<file path="src/include/mwd_pkg.sv">
// Purpose: Constants for the memory window and chip select decode block
// Assumes: AHB-Lite register access, 32-bit data, one register per word
// Notes:   Register byte address is four times the register index
package mwd_pkg;
  // ==========================================================
  // Register indices
  localparam logic [7:0] port_pin_address_assign_idx = 8'h2d;
  localparam logic [7:0] window_size_register_idx    = 8'h56;
  localparam logic [7:0] window_base_select_idx      = 8'h57;
  localparam logic [7:0] window_one_bank_select_idx  = 8'h58;
  localparam logic [7:0] window_two_bank_select_idx  = 8'h59;
  localparam logic [7:0] select_stretch_register_idx = 8'h5a;
  localparam logic [7:0] select_control_register_idx = 8'h5b;
  localparam logic [7:0] mode_status_idx             = 8'h60;
  // ==========================================================
  // Field positions
  localparam int w2_base_lsb   = 5;
  localparam int w1_base_lsb   = 1;
  localparam int w2_size_lsb   = 4;
  localparam int w1_size_lsb   = 0;
  localparam int bank_lsb      = 1;
  localparam int ctl_io_en     = 7;
  localparam int ctl_io_pol    = 6;
  localparam int ctl_io_av     = 5;
  localparam int ctl_io_sz     = 4;
  localparam int ctl_gprio     = 3;
  localparam int ctl_prog_en   = 2;
  localparam int ctl_prog_sz   = 0;
  localparam int str_prog_lsb  = 2;
  localparam int str_io_lsb    = 0;
  // ==========================================================
  // Write masks (unimplemented bits read zero)
  localparam logic [7:0] pin_assign_mask = 8'h3f;
  localparam logic [7:0] bank_mask       = 8'h7e;
  localparam logic [7:0] base_mask       = 8'hee;
  localparam logic [7:0] size_mask       = 8'h33;
  // ==========================================================
  // Reset values
  localparam logic [7:0] zero_reset      = 8'h00;
  localparam logic [7:0] ctl_reset_off   = 8'h00;
  localparam logic [7:0] ctl_reset_on    = 8'h04;
  localparam logic [7:0] str_reset_norm  = 8'h04;
  localparam logic [7:0] str_reset_test  = 8'h00;
  // Strap capture edge count after reset release, once both flops hold pins
  localparam logic [1:0] strap_capture_count = 2'h2;
  // ==========================================================
  // Window size codes and fixed ranges
  localparam logic [1:0] size_off = 2'h0;
  localparam logic [1:0] size_8k  = 2'h1;
  localparam logic [1:0] size_16k = 2'h2;
  localparam logic [1:0] size_32k = 2'h3;
  localparam logic [15:0] io_base_4k = 16'h1000;
  localparam logic [15:0] io_base_8k = 16'h0000;
  localparam logic [15:0] io_top     = 16'h1fff;
  localparam logic [15:0] reset_vector = 16'hfffe;
  // E clock: two system clocks high, two low
  localparam logic [1:0] e_half_count = 2'h1;
  typedef enum logic [1:0] {mwd_e_low, mwd_e_high, mwd_e_stretch} mwd_e_t;
endpackage

</file>
<file path="src/logic/mwd_decode.sv">
// Purpose: Memory window bank decode and chip select generation
// Assumes: CPU address/strobe synchronous to hclk; straps synchronised
// Notes:   All outputs but hreadyout and hresp registered, so pins lag the CPU address by one clock
`timescale 1ns/1ps
module mwd_decode
(
  // Clock and reset
  input  wire logic        hclk,
  input  wire logic        hresetn,
  // AHB-Lite slave
  input  wire logic        hsel,
  input  wire logic [31:0] haddr,
  input  wire logic [1:0]  htrans,
  input  wire logic        hwrite,
  input  wire logic [2:0]  hsize,
  input  wire logic [31:0] hwdata,
  input  wire logic        hready,
  output logic      [31:0] hrdata,
  output logic             hreadyout,
  output logic             hresp,
  // CPU bus
  input  wire logic [15:0] cpu_addr,
  input  wire logic        cpu_access,
  input  wire logic        onchip_hit,
  // Mode straps from pins
  input  wire logic        expanded_mode_pin,
  input  wire logic        test_mode_pin,
  input  wire logic        vector_internal_pin,
  // Expansion side
  output logic             e_clock,
  output logic [5:0]       expansion_address_lines,
  output logic [5:0]       expansion_address_enable,
  output logic             program_select_out,
  output logic             io_select_out,
  output logic             bus_stretch
);
  // ========================================================
  // State
  typedef struct packed {
    logic [7:0]  pin_assign;
    logic [7:0]  size_reg;
    logic [7:0]  base_reg;
    logic [7:0]  bank1;
    logic [7:0]  bank2;
    logic [7:0]  stretch_reg;
    logic [7:0]  ctl_reg;
    logic        wr_pend;
    logic        rd_pend;
    logic [7:0]  addr_idx;
    logic [31:0] rdata;
    logic [2:0]  sync_exp;
    logic [2:0]  sync_exp2;
    logic [1:0]  strap_wait;
    mwd_pkg::mwd_e_t e_state;
    logic [1:0]  e_cnt;
    logic [1:0]  str_left;
    logic        e_out;
    logic [5:0]  xa;
    logic [5:0]  xa_en;
    logic        prog_cs;
    logic        io_cs;
    logic        stretch_out;
  } mwd_state_t;

  mwd_state_t st;
  mwd_state_t next_st;

  // ========================================================
  // Window decode
  logic [1:0]  w1_size;
  logic [1:0]  w2_size;
  logic [2:0]  w1_base;
  logic [2:0]  w2_base;
  logic        w1_hit;
  logic        w2_hit;
  logic        win1;
  logic        win2;
  logic [5:0]  bank_sel;
  logic [1:0]  sel_size;
  logic        base_4000_32k;
  logic        io_range;
  logic        prog_range;
  logic        io_win;
  logic        prog_win;
  logic [5:0]  xa_next;

  // Base normalised: 16K windows on a 16K boundary, 32K windows at 0x0000, 0x4000 or 0x8000
  function automatic logic [2:0] norm_base(input logic [2:0] b,
                                            input logic [1:0] sz);
    logic [2:0] r;
    r = b;
    if (sz == mwd_pkg::size_16k)
      r[0] = 1'b0;
    if (sz == mwd_pkg::size_32k)
    begin
      r[0] = 1'b0;
      if (b[2])
        r = 3'h4;
    end
    return r;
  endfunction

  // Hit when the top CPU bits land in the window extent
  function automatic logic in_window(input logic [15:0] a,
                                     input logic [2:0] b,
                                     input logic [1:0] sz);
    logic h;
    h = 1'b0;
    unique case (sz)
      mwd_pkg::size_off: h = 1'b0;
      mwd_pkg::size_8k:  h = (a[15:13] == b);
      mwd_pkg::size_16k: h = (a[15:14] == b[2:1]);
      mwd_pkg::size_32k: h = (a[15:13] >= b) && (a[15:13] <= b + 3'h3);
    endcase
    return h;
  endfunction

  always_comb
  begin
    w1_size = st.size_reg[mwd_pkg::w1_size_lsb +: 2];
    w2_size = st.size_reg[mwd_pkg::w2_size_lsb +: 2];
    w1_base = norm_base(st.base_reg[mwd_pkg::w1_base_lsb +: 3], w1_size);
    w2_base = norm_base(st.base_reg[mwd_pkg::w2_base_lsb +: 3], w2_size);
    w1_hit  = in_window(cpu_addr, w1_base, w1_size);
    w2_hit  = in_window(cpu_addr, w2_base, w2_size);
    // On-chip memory first, then window one over window two
    win1 = w1_hit && !onchip_hit;
    win2 = w2_hit && !w1_hit && !onchip_hit;
    bank_sel = win1 ? st.bank1[mwd_pkg::bank_lsb +: 6]
                    : st.bank2[mwd_pkg::bank_lsb +: 6];
    sel_size = win1 ? w1_size : w2_size;
    base_4000_32k = (sel_size == mwd_pkg::size_32k) &&
                    ((win1 ? w1_base : w2_base) == 3'h2);
    xa_next = {bank_sel[5:3], cpu_addr[15:13]};
    if (win1 || win2)
    begin
      xa_next = bank_sel;
      // Bits inside the bank size follow the CPU address; a 32K window at 0x4000 inverts line 14
      if (sel_size == mwd_pkg::size_16k)
        xa_next[0] = cpu_addr[13];
      if (sel_size == mwd_pkg::size_32k)
      begin
        xa_next[1:0] = cpu_addr[14:13];
        if (base_4000_32k)
          xa_next[1] = ~cpu_addr[14];
      end
    end
    else
      xa_next[2:0] = cpu_addr[15:13];
    // Chip select ranges
    io_range = st.ctl_reg[mwd_pkg::ctl_io_sz]
             ? (cpu_addr <= mwd_pkg::io_top)
             : (cpu_addr >= mwd_pkg::io_base_4k &&
                cpu_addr <= mwd_pkg::io_top);
    unique case (st.ctl_reg[mwd_pkg::ctl_prog_sz +: 2])
      2'h0: prog_range = 1'b1;
      2'h1: prog_range = cpu_addr[15];
      2'h2: prog_range = (cpu_addr[15:14] == 2'h3);
      2'h3: prog_range = (cpu_addr[15:13] == 3'h7);
    endcase
    // Registers, RAM, ROM, EEPROM rank above all selects
    io_win = cpu_access && !onchip_hit && io_range && st.sync_exp2[0] &&
             st.ctl_reg[mwd_pkg::ctl_io_en];
    // General selects sit outside this block; with the priority bit set
    // they would outrank program, which here only loses to I/O
    prog_win = cpu_access && !onchip_hit && !io_win && prog_range &&
               st.sync_exp2[0] &&
               st.ctl_reg[mwd_pkg::ctl_prog_en];
  end

  // ========================================================
  // Next state
  always_comb
  begin
    logic       wr_now;
    logic [7:0] wb;
    logic       sel_any;
    wr_now  = 1'b0;
    wb      = 8'h00;
    sel_any = 1'b0;
    next_st = st;
    // Straps: two flops, then one capture after reset release
    next_st.sync_exp  = {vector_internal_pin, test_mode_pin,
                         expanded_mode_pin};
    next_st.sync_exp2 = st.sync_exp;
    // Only the second flop is read, so a metastable first flop never leaks
    if (st.strap_wait != 2'h3)
      next_st.strap_wait = st.strap_wait + 2'h1;
    if (st.strap_wait == mwd_pkg::strap_capture_count)
    begin
      // Test mode gets an enabled program select with no stretch
      if (st.sync_exp2[1])
      begin
        next_st.ctl_reg     = mwd_pkg::ctl_reset_on;
        next_st.stretch_reg = mwd_pkg::str_reset_test;
      end
      else
      begin
        // Every normal mode gets one stretch cycle on program select, none on I/O select
        next_st.stretch_reg = mwd_pkg::str_reset_norm;
        if (st.sync_exp2[0] && !st.sync_exp2[2])
          next_st.ctl_reg   = mwd_pkg::ctl_reset_on;
      end
    end
    // AHB-Lite data phase: writes land here, reads were prepared earlier
    wr_now = st.wr_pend;
    wb     = hwdata[7:0];
    if (wr_now)
    begin
      unique case (st.addr_idx)
        mwd_pkg::port_pin_address_assign_idx:
          next_st.pin_assign = wb & mwd_pkg::pin_assign_mask;
        mwd_pkg::window_size_register_idx:
          next_st.size_reg = wb & mwd_pkg::size_mask;
        mwd_pkg::window_base_select_idx:
          next_st.base_reg = wb & mwd_pkg::base_mask;
        mwd_pkg::window_one_bank_select_idx:
          next_st.bank1 = wb & mwd_pkg::bank_mask;
        mwd_pkg::window_two_bank_select_idx:
          next_st.bank2 = wb & mwd_pkg::bank_mask;
        mwd_pkg::select_stretch_register_idx:
          next_st.stretch_reg = wb;
        mwd_pkg::select_control_register_idx:
          next_st.ctl_reg = wb;
        default: next_st.ctl_reg = st.ctl_reg;
      endcase
    end
    next_st.wr_pend = 1'b0;
    next_st.rd_pend = 1'b0;
    if (hsel && hready && htrans[1])
    begin
      next_st.addr_idx = haddr[9:2];
      next_st.wr_pend  = hwrite;
      next_st.rd_pend  = !hwrite;
      unique case (haddr[9:2])
        mwd_pkg::port_pin_address_assign_idx:
          next_st.rdata = {24'h0, st.pin_assign};
        mwd_pkg::window_size_register_idx:
          next_st.rdata = {24'h0, st.size_reg};
        mwd_pkg::window_base_select_idx:
          next_st.rdata = {24'h0, st.base_reg};
        mwd_pkg::window_one_bank_select_idx:
          next_st.rdata = {24'h0, st.bank1};
        mwd_pkg::window_two_bank_select_idx:
          next_st.rdata = {24'h0, st.bank2};
        mwd_pkg::select_stretch_register_idx:
          next_st.rdata = {24'h0, st.stretch_reg};
        mwd_pkg::select_control_register_idx:
          next_st.rdata = {24'h0, st.ctl_reg};
        mwd_pkg::mode_status_idx:
          next_st.rdata = {24'h0, 1'b0, st.io_cs, st.prog_cs, win2, win1,
                           st.sync_exp2};
        default: next_st.rdata = 32'h0;
      endcase
    end
    // ======================================================
    // E clock with stretch on chip-selected cycles
    sel_any = prog_win || io_win;
    unique case (st.e_state)
      mwd_pkg::mwd_e_low:
        if (st.e_cnt == mwd_pkg::e_half_count)
        begin
          next_st.e_state = mwd_pkg::mwd_e_high;
          next_st.e_cnt   = 2'h0;
          next_st.e_out   = 1'b1;
          // Stretch count latched at E rise, counted down once per stretch cycle
          next_st.str_left = !sel_any ? 2'h0
            : (prog_win ? {1'b0, st.stretch_reg[mwd_pkg::str_prog_lsb]}
                        : st.stretch_reg[mwd_pkg::str_io_lsb +: 2]);
        end
        else
          next_st.e_cnt = st.e_cnt + 2'h1;
      mwd_pkg::mwd_e_high:
        if (st.e_cnt == mwd_pkg::e_half_count)
        begin
          next_st.e_cnt = 2'h0;
          if (st.str_left != 2'h0)
            next_st.e_state = mwd_pkg::mwd_e_stretch;
          else
          begin
            next_st.e_state = mwd_pkg::mwd_e_low;
            next_st.e_out   = 1'b0;
          end
        end
        else
          next_st.e_cnt = st.e_cnt + 2'h1;
      mwd_pkg::mwd_e_stretch:
        if (st.e_cnt == 2'h3)
        begin
          next_st.e_cnt    = 2'h0;
          next_st.str_left = st.str_left - 2'h1;
          if (st.str_left == 2'h1)
          begin
            next_st.e_state = mwd_pkg::mwd_e_low;
            next_st.e_out   = 1'b0;
          end
        end
        else
          next_st.e_cnt = st.e_cnt + 2'h1;
      default:
        next_st.e_state = mwd_pkg::mwd_e_low;
    endcase
    next_st.stretch_out = (st.e_state == mwd_pkg::mwd_e_stretch);
    // ======================================================
    // Pins
    next_st.xa    = xa_next & st.pin_assign[5:0];
    next_st.xa_en = ~st.pin_assign[5:0] | ~{6{st.sync_exp2[0]}};
    next_st.prog_cs = !prog_win;
    // I/O select: address-valid timing or gated by E high
    next_st.io_cs = (io_win && (st.ctl_reg[mwd_pkg::ctl_io_av] ||
                    st.e_out)) ~^ st.ctl_reg[mwd_pkg::ctl_io_pol];
  end

  // ========================================================
  // Registers
  always_ff @(posedge hclk or negedge hresetn)
  begin
    if (!hresetn)
    begin
      st <= '{pin_assign: mwd_pkg::zero_reset,
              size_reg: mwd_pkg::zero_reset,
              base_reg: mwd_pkg::zero_reset,
              bank1: mwd_pkg::zero_reset,
              bank2: mwd_pkg::zero_reset,
              stretch_reg: mwd_pkg::zero_reset,
              ctl_reg: mwd_pkg::ctl_reset_off,
              e_state: mwd_pkg::mwd_e_low,
              prog_cs: 1'b1,
              io_cs: 1'b1,
              xa_en: 6'h3f,
              default: '0};
    end
    else
      st <= next_st;
  end

  assign hrdata    = st.rdata;
  assign hreadyout = 1'b1;
  assign hresp     = 1'b0;
  assign e_clock   = st.e_out;
  assign expansion_address_lines  = st.xa;
  assign expansion_address_enable = st.xa_en;
  assign program_select_out       = st.prog_cs;
  assign io_select_out            = st.io_cs;
  assign bus_stretch              = st.stretch_out;
endmodule

</file>
<file path="config.mk">
export PLATFORM = sky130hd
export DESIGN_NAME = mwd_decode
export DESIGN_NICKNAME = d
export VERILOG_FILES = /design/src/include/mwd_pkg.sv /design/src/logic/mwd_decode.sv
export SDC_FILE = /design/constraint.sdc
export NUM_CORES = 1
export LEC_CHECK = 0
export BUFFER_PORTS_ARGS = -buffer_cell sky130_fd_sc_hd__buf_2
export CAP_MARGIN = 20
export CORE_ASPECT_RATIO = 0.7
export CORE_MARGIN = 2
export CORE_UTILIZATION = 45
export DETAILED_ROUTE_END_ITERATION = 6
export GPL_ROUTABILITY_DRIVEN = 0
export PLACE_DENSITY = 0.71
export RECOVER_POWER = 50
export SLEW_MARGIN = 20
export SYNTH_ARGS = -nofsm -noshare
export SYNTH_HDL_FRONTEND = slang
export SYNTH_SLANG_ARGS = --single-unit
</file>
<file path="constraint.sdc">
create_clock -name hclk -period 4.8 [get_ports hclk]
set_clock_uncertainty 0.1 [all_clocks]
set_input_delay 0.72 -clock hclk [delete_from_list [all_inputs] [get_ports hclk]]
set_output_delay 0.72 -clock hclk [all_outputs]
set_load 0.01 [all_outputs]
</file>
==> parameters.txt <==
Parameter                              Value

Critical path
  Destination of the worst register-to-register timing path    expansion_address_lines[0]
  R2R cell count    11
  Critical Path Sink Type    register
  Kind of critical path    register to register
  CP required    4.91 ns
  Launching element of the worst setup path    st[113]
  Element type at the critical path start    register
  Crit path max fanout    9
  Data arrival, critical path    3.46 ns
  Reg-to-reg setup timing slack    1.46 ns
  Source of the worst register-to-register timing path    st[113]

Floorplanning
  Total die area    12100 um2
  Effective utilization at floorplan    0.461
  Number of core rows    32
  Floorplan die height    92.7 um
  Core footprint    11000 um2
  Ports placed on the boundary    145
  Die width    131 um

Timing
  Final sum of negative setup slack    0 ns
  Final Hold Slack    0.249 ns
  Number of failing setup endpoints in the final timing report    0
  Worst slew margin    -0.829
  Worst Max-Slew Pin Slew    2.74 ns
  Min cycle time layout    3.34 ns
  Maximum clock rate    299 MHz
  Endpoints failing hold    0
  Final Max Slew Viols    54
  Unrepaired setup endpoints after global routing    no
  Post-route clock period utilization    0.696

Clocking
  Library cell used as clock root buffer    clkbuf_16
  Count of buffers added by post-CTS timing repair for setup    0
  Number of H-tree branching levels    3
  Maximum clock insertion buffer count    2
  Clock tree from TritonCTS    yes
  Clock transition at the registers of the reported paths    0.06 ns
  Post-CTS sizing    0
  Clock net sink count    91
  Number of buffers added by the clock tree synthesis step    9
  CTS Hold Buffers Added    0
  Clock latency reported for the late side of the worst-skew pair    0.34 ns

Detailed routing
  Final Routed Wirelength    11900 um
  Drt first pass iters    5
  Number of DRC markers in iteration 0    299
  Number of vias in the routed layout    3671
  Via-to-Cell Ratio    5.55
  Detail Route Antenna Nets    0
  Number of remaining DRC errors    0
  Wire length per cell after detailed routing    17.9 um

Layout
  Filler instances    998
  Layout overhead on the synthesized area    9.03%
  Antenna diode instance count    0
  Net total in the final layout    625
  Post-route non-filler standard cell count    662
  Layout Cell Area excl Fill    5510 um2
  Fraction of final layout cells with drive strength greater than 1    0.248

Global routing
  Largest net degree at the start of global routing    54
  Antenna violations before repair    0
  First-pass GRT wire length    18900 um
  Global router's overall resource usage    0.205
  Final global-route overflow total    0
  Number of global-route vias before repair    3603

Min path
  Hold Path Stages    0
  Type of the most critical hold path    register to register
  Destination of the worst hold path    st[26]
  Hold path startpoint    next_st[26]

Placement
  Instance area at placement    5220 um2
  Number of cells after detailed placement    646
  Count of input and output buffers    54
  Detailed placement HPWL    8770 um

Synth
  Dominant cells by area after synthesis    dfrtp_1, mux2_2, buf_4, ha_1, dfstp_2
  Portion of the post-synthesis area used by sequential elements    0.452
  Number of enable-type register cells in the synthesized netlist    0
  Count of warnings emitted by yosys    0
  Most numerous cell in the Yosys netlist    dfrtp_1
  Top flip-flop cell by instance count after synthesis    dfrtp_1
  Distinct cell type count after synthesis    59
  Synthesized area per cell    10.7 um2
  Most used standard cells in the synthesized netlist    dfrtp_1, nand2_1, buf_4
  Mapped Cells    474
  Async S/R FF share, synth    1.00
  Proportion of netlist area held by the largest area contributor    0.411
  Most area-hungry cell type in the Yosys netlist    dfrtp_1
  Post-synthesis instance area    5060 um2
  Post-synthesis sequential element count    91

Outcome
  Status    finished with violations
  Violations in the final reports    capacitance limit, slew limit

Flow run
  Maximum Capacitance Violations    1

Power and ir drop
  Worst IR Drop VDD    334 uV
  PD cells    348 nW/um2
  Leakage component of the power    0.00254 uW
-- worst max-delay path, cell delays in order, from the launching register on --
cell and delay (ns):
dfrtp_1 0.55, nand2_1 0.16, o21ai_0 0.33, ha_1 0.23
xor2_1 0.18, ha_1 0.27, nor2_1 0.09, a31oi_1 0.05
a211o_1 0.32, a21oi_1 0.50, nor2_1 0.10, o311a_1 0.33
-- power by group --
part / total, uW / switching [uW] / internal (uW)
logic: 335 / 198 / 137
clock network: 697 / 294 / 403
registers: 884 / 59.8 / 824
-- final cells by class --
class / count / area, um2 / share of cell area
clock inverters: 6 / 66.3 / 0.0120
clock buffers: 10 / 229 / 0.0415
inverters: 20 / 75.1 / 0.0136
repair buffers: 55 / 272 / 0.0492
multi-input cells: 327 / 2390 / 0.434
flip-flops and latches: 91 / 2290 / 0.415
well taps: 153 / 191 / 0.0347
-- worst max-delay path by stage --
| stage | end | slack (ns) | depth (start not counted) |
|---|---|---|---|
| 2_1_floorplan | expansion_address_lines[1] | 2.04 | 11 |
| 5_1_grt | next_st[26] | 1.16 | 2 |
| 4_1_cts | hrdata[4] | 1.32 | 10 |
| 3_3_place_gp | expansion_address_lines[2] | 1.52 | 10 |
| 6_report | expansion_address_lines[0] | 1.46 | 11 |
| 3_5_place_dp | hrdata[4] | 1.36 | 10 |
-- state kept, by name (all words and copies together) (netlist names) --
signal,flops
bus_stretch,1
e_clock,1
expansion_address_enable,6
expansion_address_lines,6
hrdata,8
io_select_out,1
next_st,3
program_select_out,1
st,64
-- through the flow --
stage	power, uW	util	worst slack [ns]
floorplan	1130	-	2.04
global placement	1200	0.476	1.52
detailed placement	1230	0.476	1.36
CTS	1930	0.503	1.32
global route	2010	0.503	1.16
finish	1920	0.503	1.46
-- logic make-up (layout without fill, tap and decap cells) --
| group | count (synthesis) | after routing | share of synthesized area |
|---|---|---|---|
| buffers and inverters | 80 | 91 | 0.0938 |
| AO/OA/AOI/OAI | 98 | 98 | 0.136 |
| multiplexers | 49 | 49 | 0.112 |
| XOR/XNOR | 4 | 4 | 0.00693 |
| AND/OR/NAND/NOR | 124 | 124 | 0.133 |
| adder cells (fa/ha/maj) | 26 | 26 | 0.0643 |
| flip-flops | 91 | 91 | 0.452 |
| other | 2 | 26 | 0.00148 |
-- placed cells by master (no fill, tap or decap), types with 9 or more instances in the layout --
cell type  instances
a21oi_1           13
mux2_2            42
buf_2             49
o21ai_0           19
dfrtp_1           83
ha_1              26
conb_1            26
nand3_1           11
nand2_1           47
nand2b_1          10
inv_1             20
nor2b_1           12
nor2_1            19
a22o_1            16
clkbuf_16          9
-- layer usage --
layer | GRT usage | up-vias | wire [um]
met5 | 0 | - | 0
met4 | 0.0541 | 0 | 235
met3 | 0.0479 | 21 | 909
met2 | 0.331 | 160 | 5590
met1 | 0.279 | 1816 | 5130
li1 | - | 1674 | -
No activity file was read; power rests on OpenSTA's default activity.
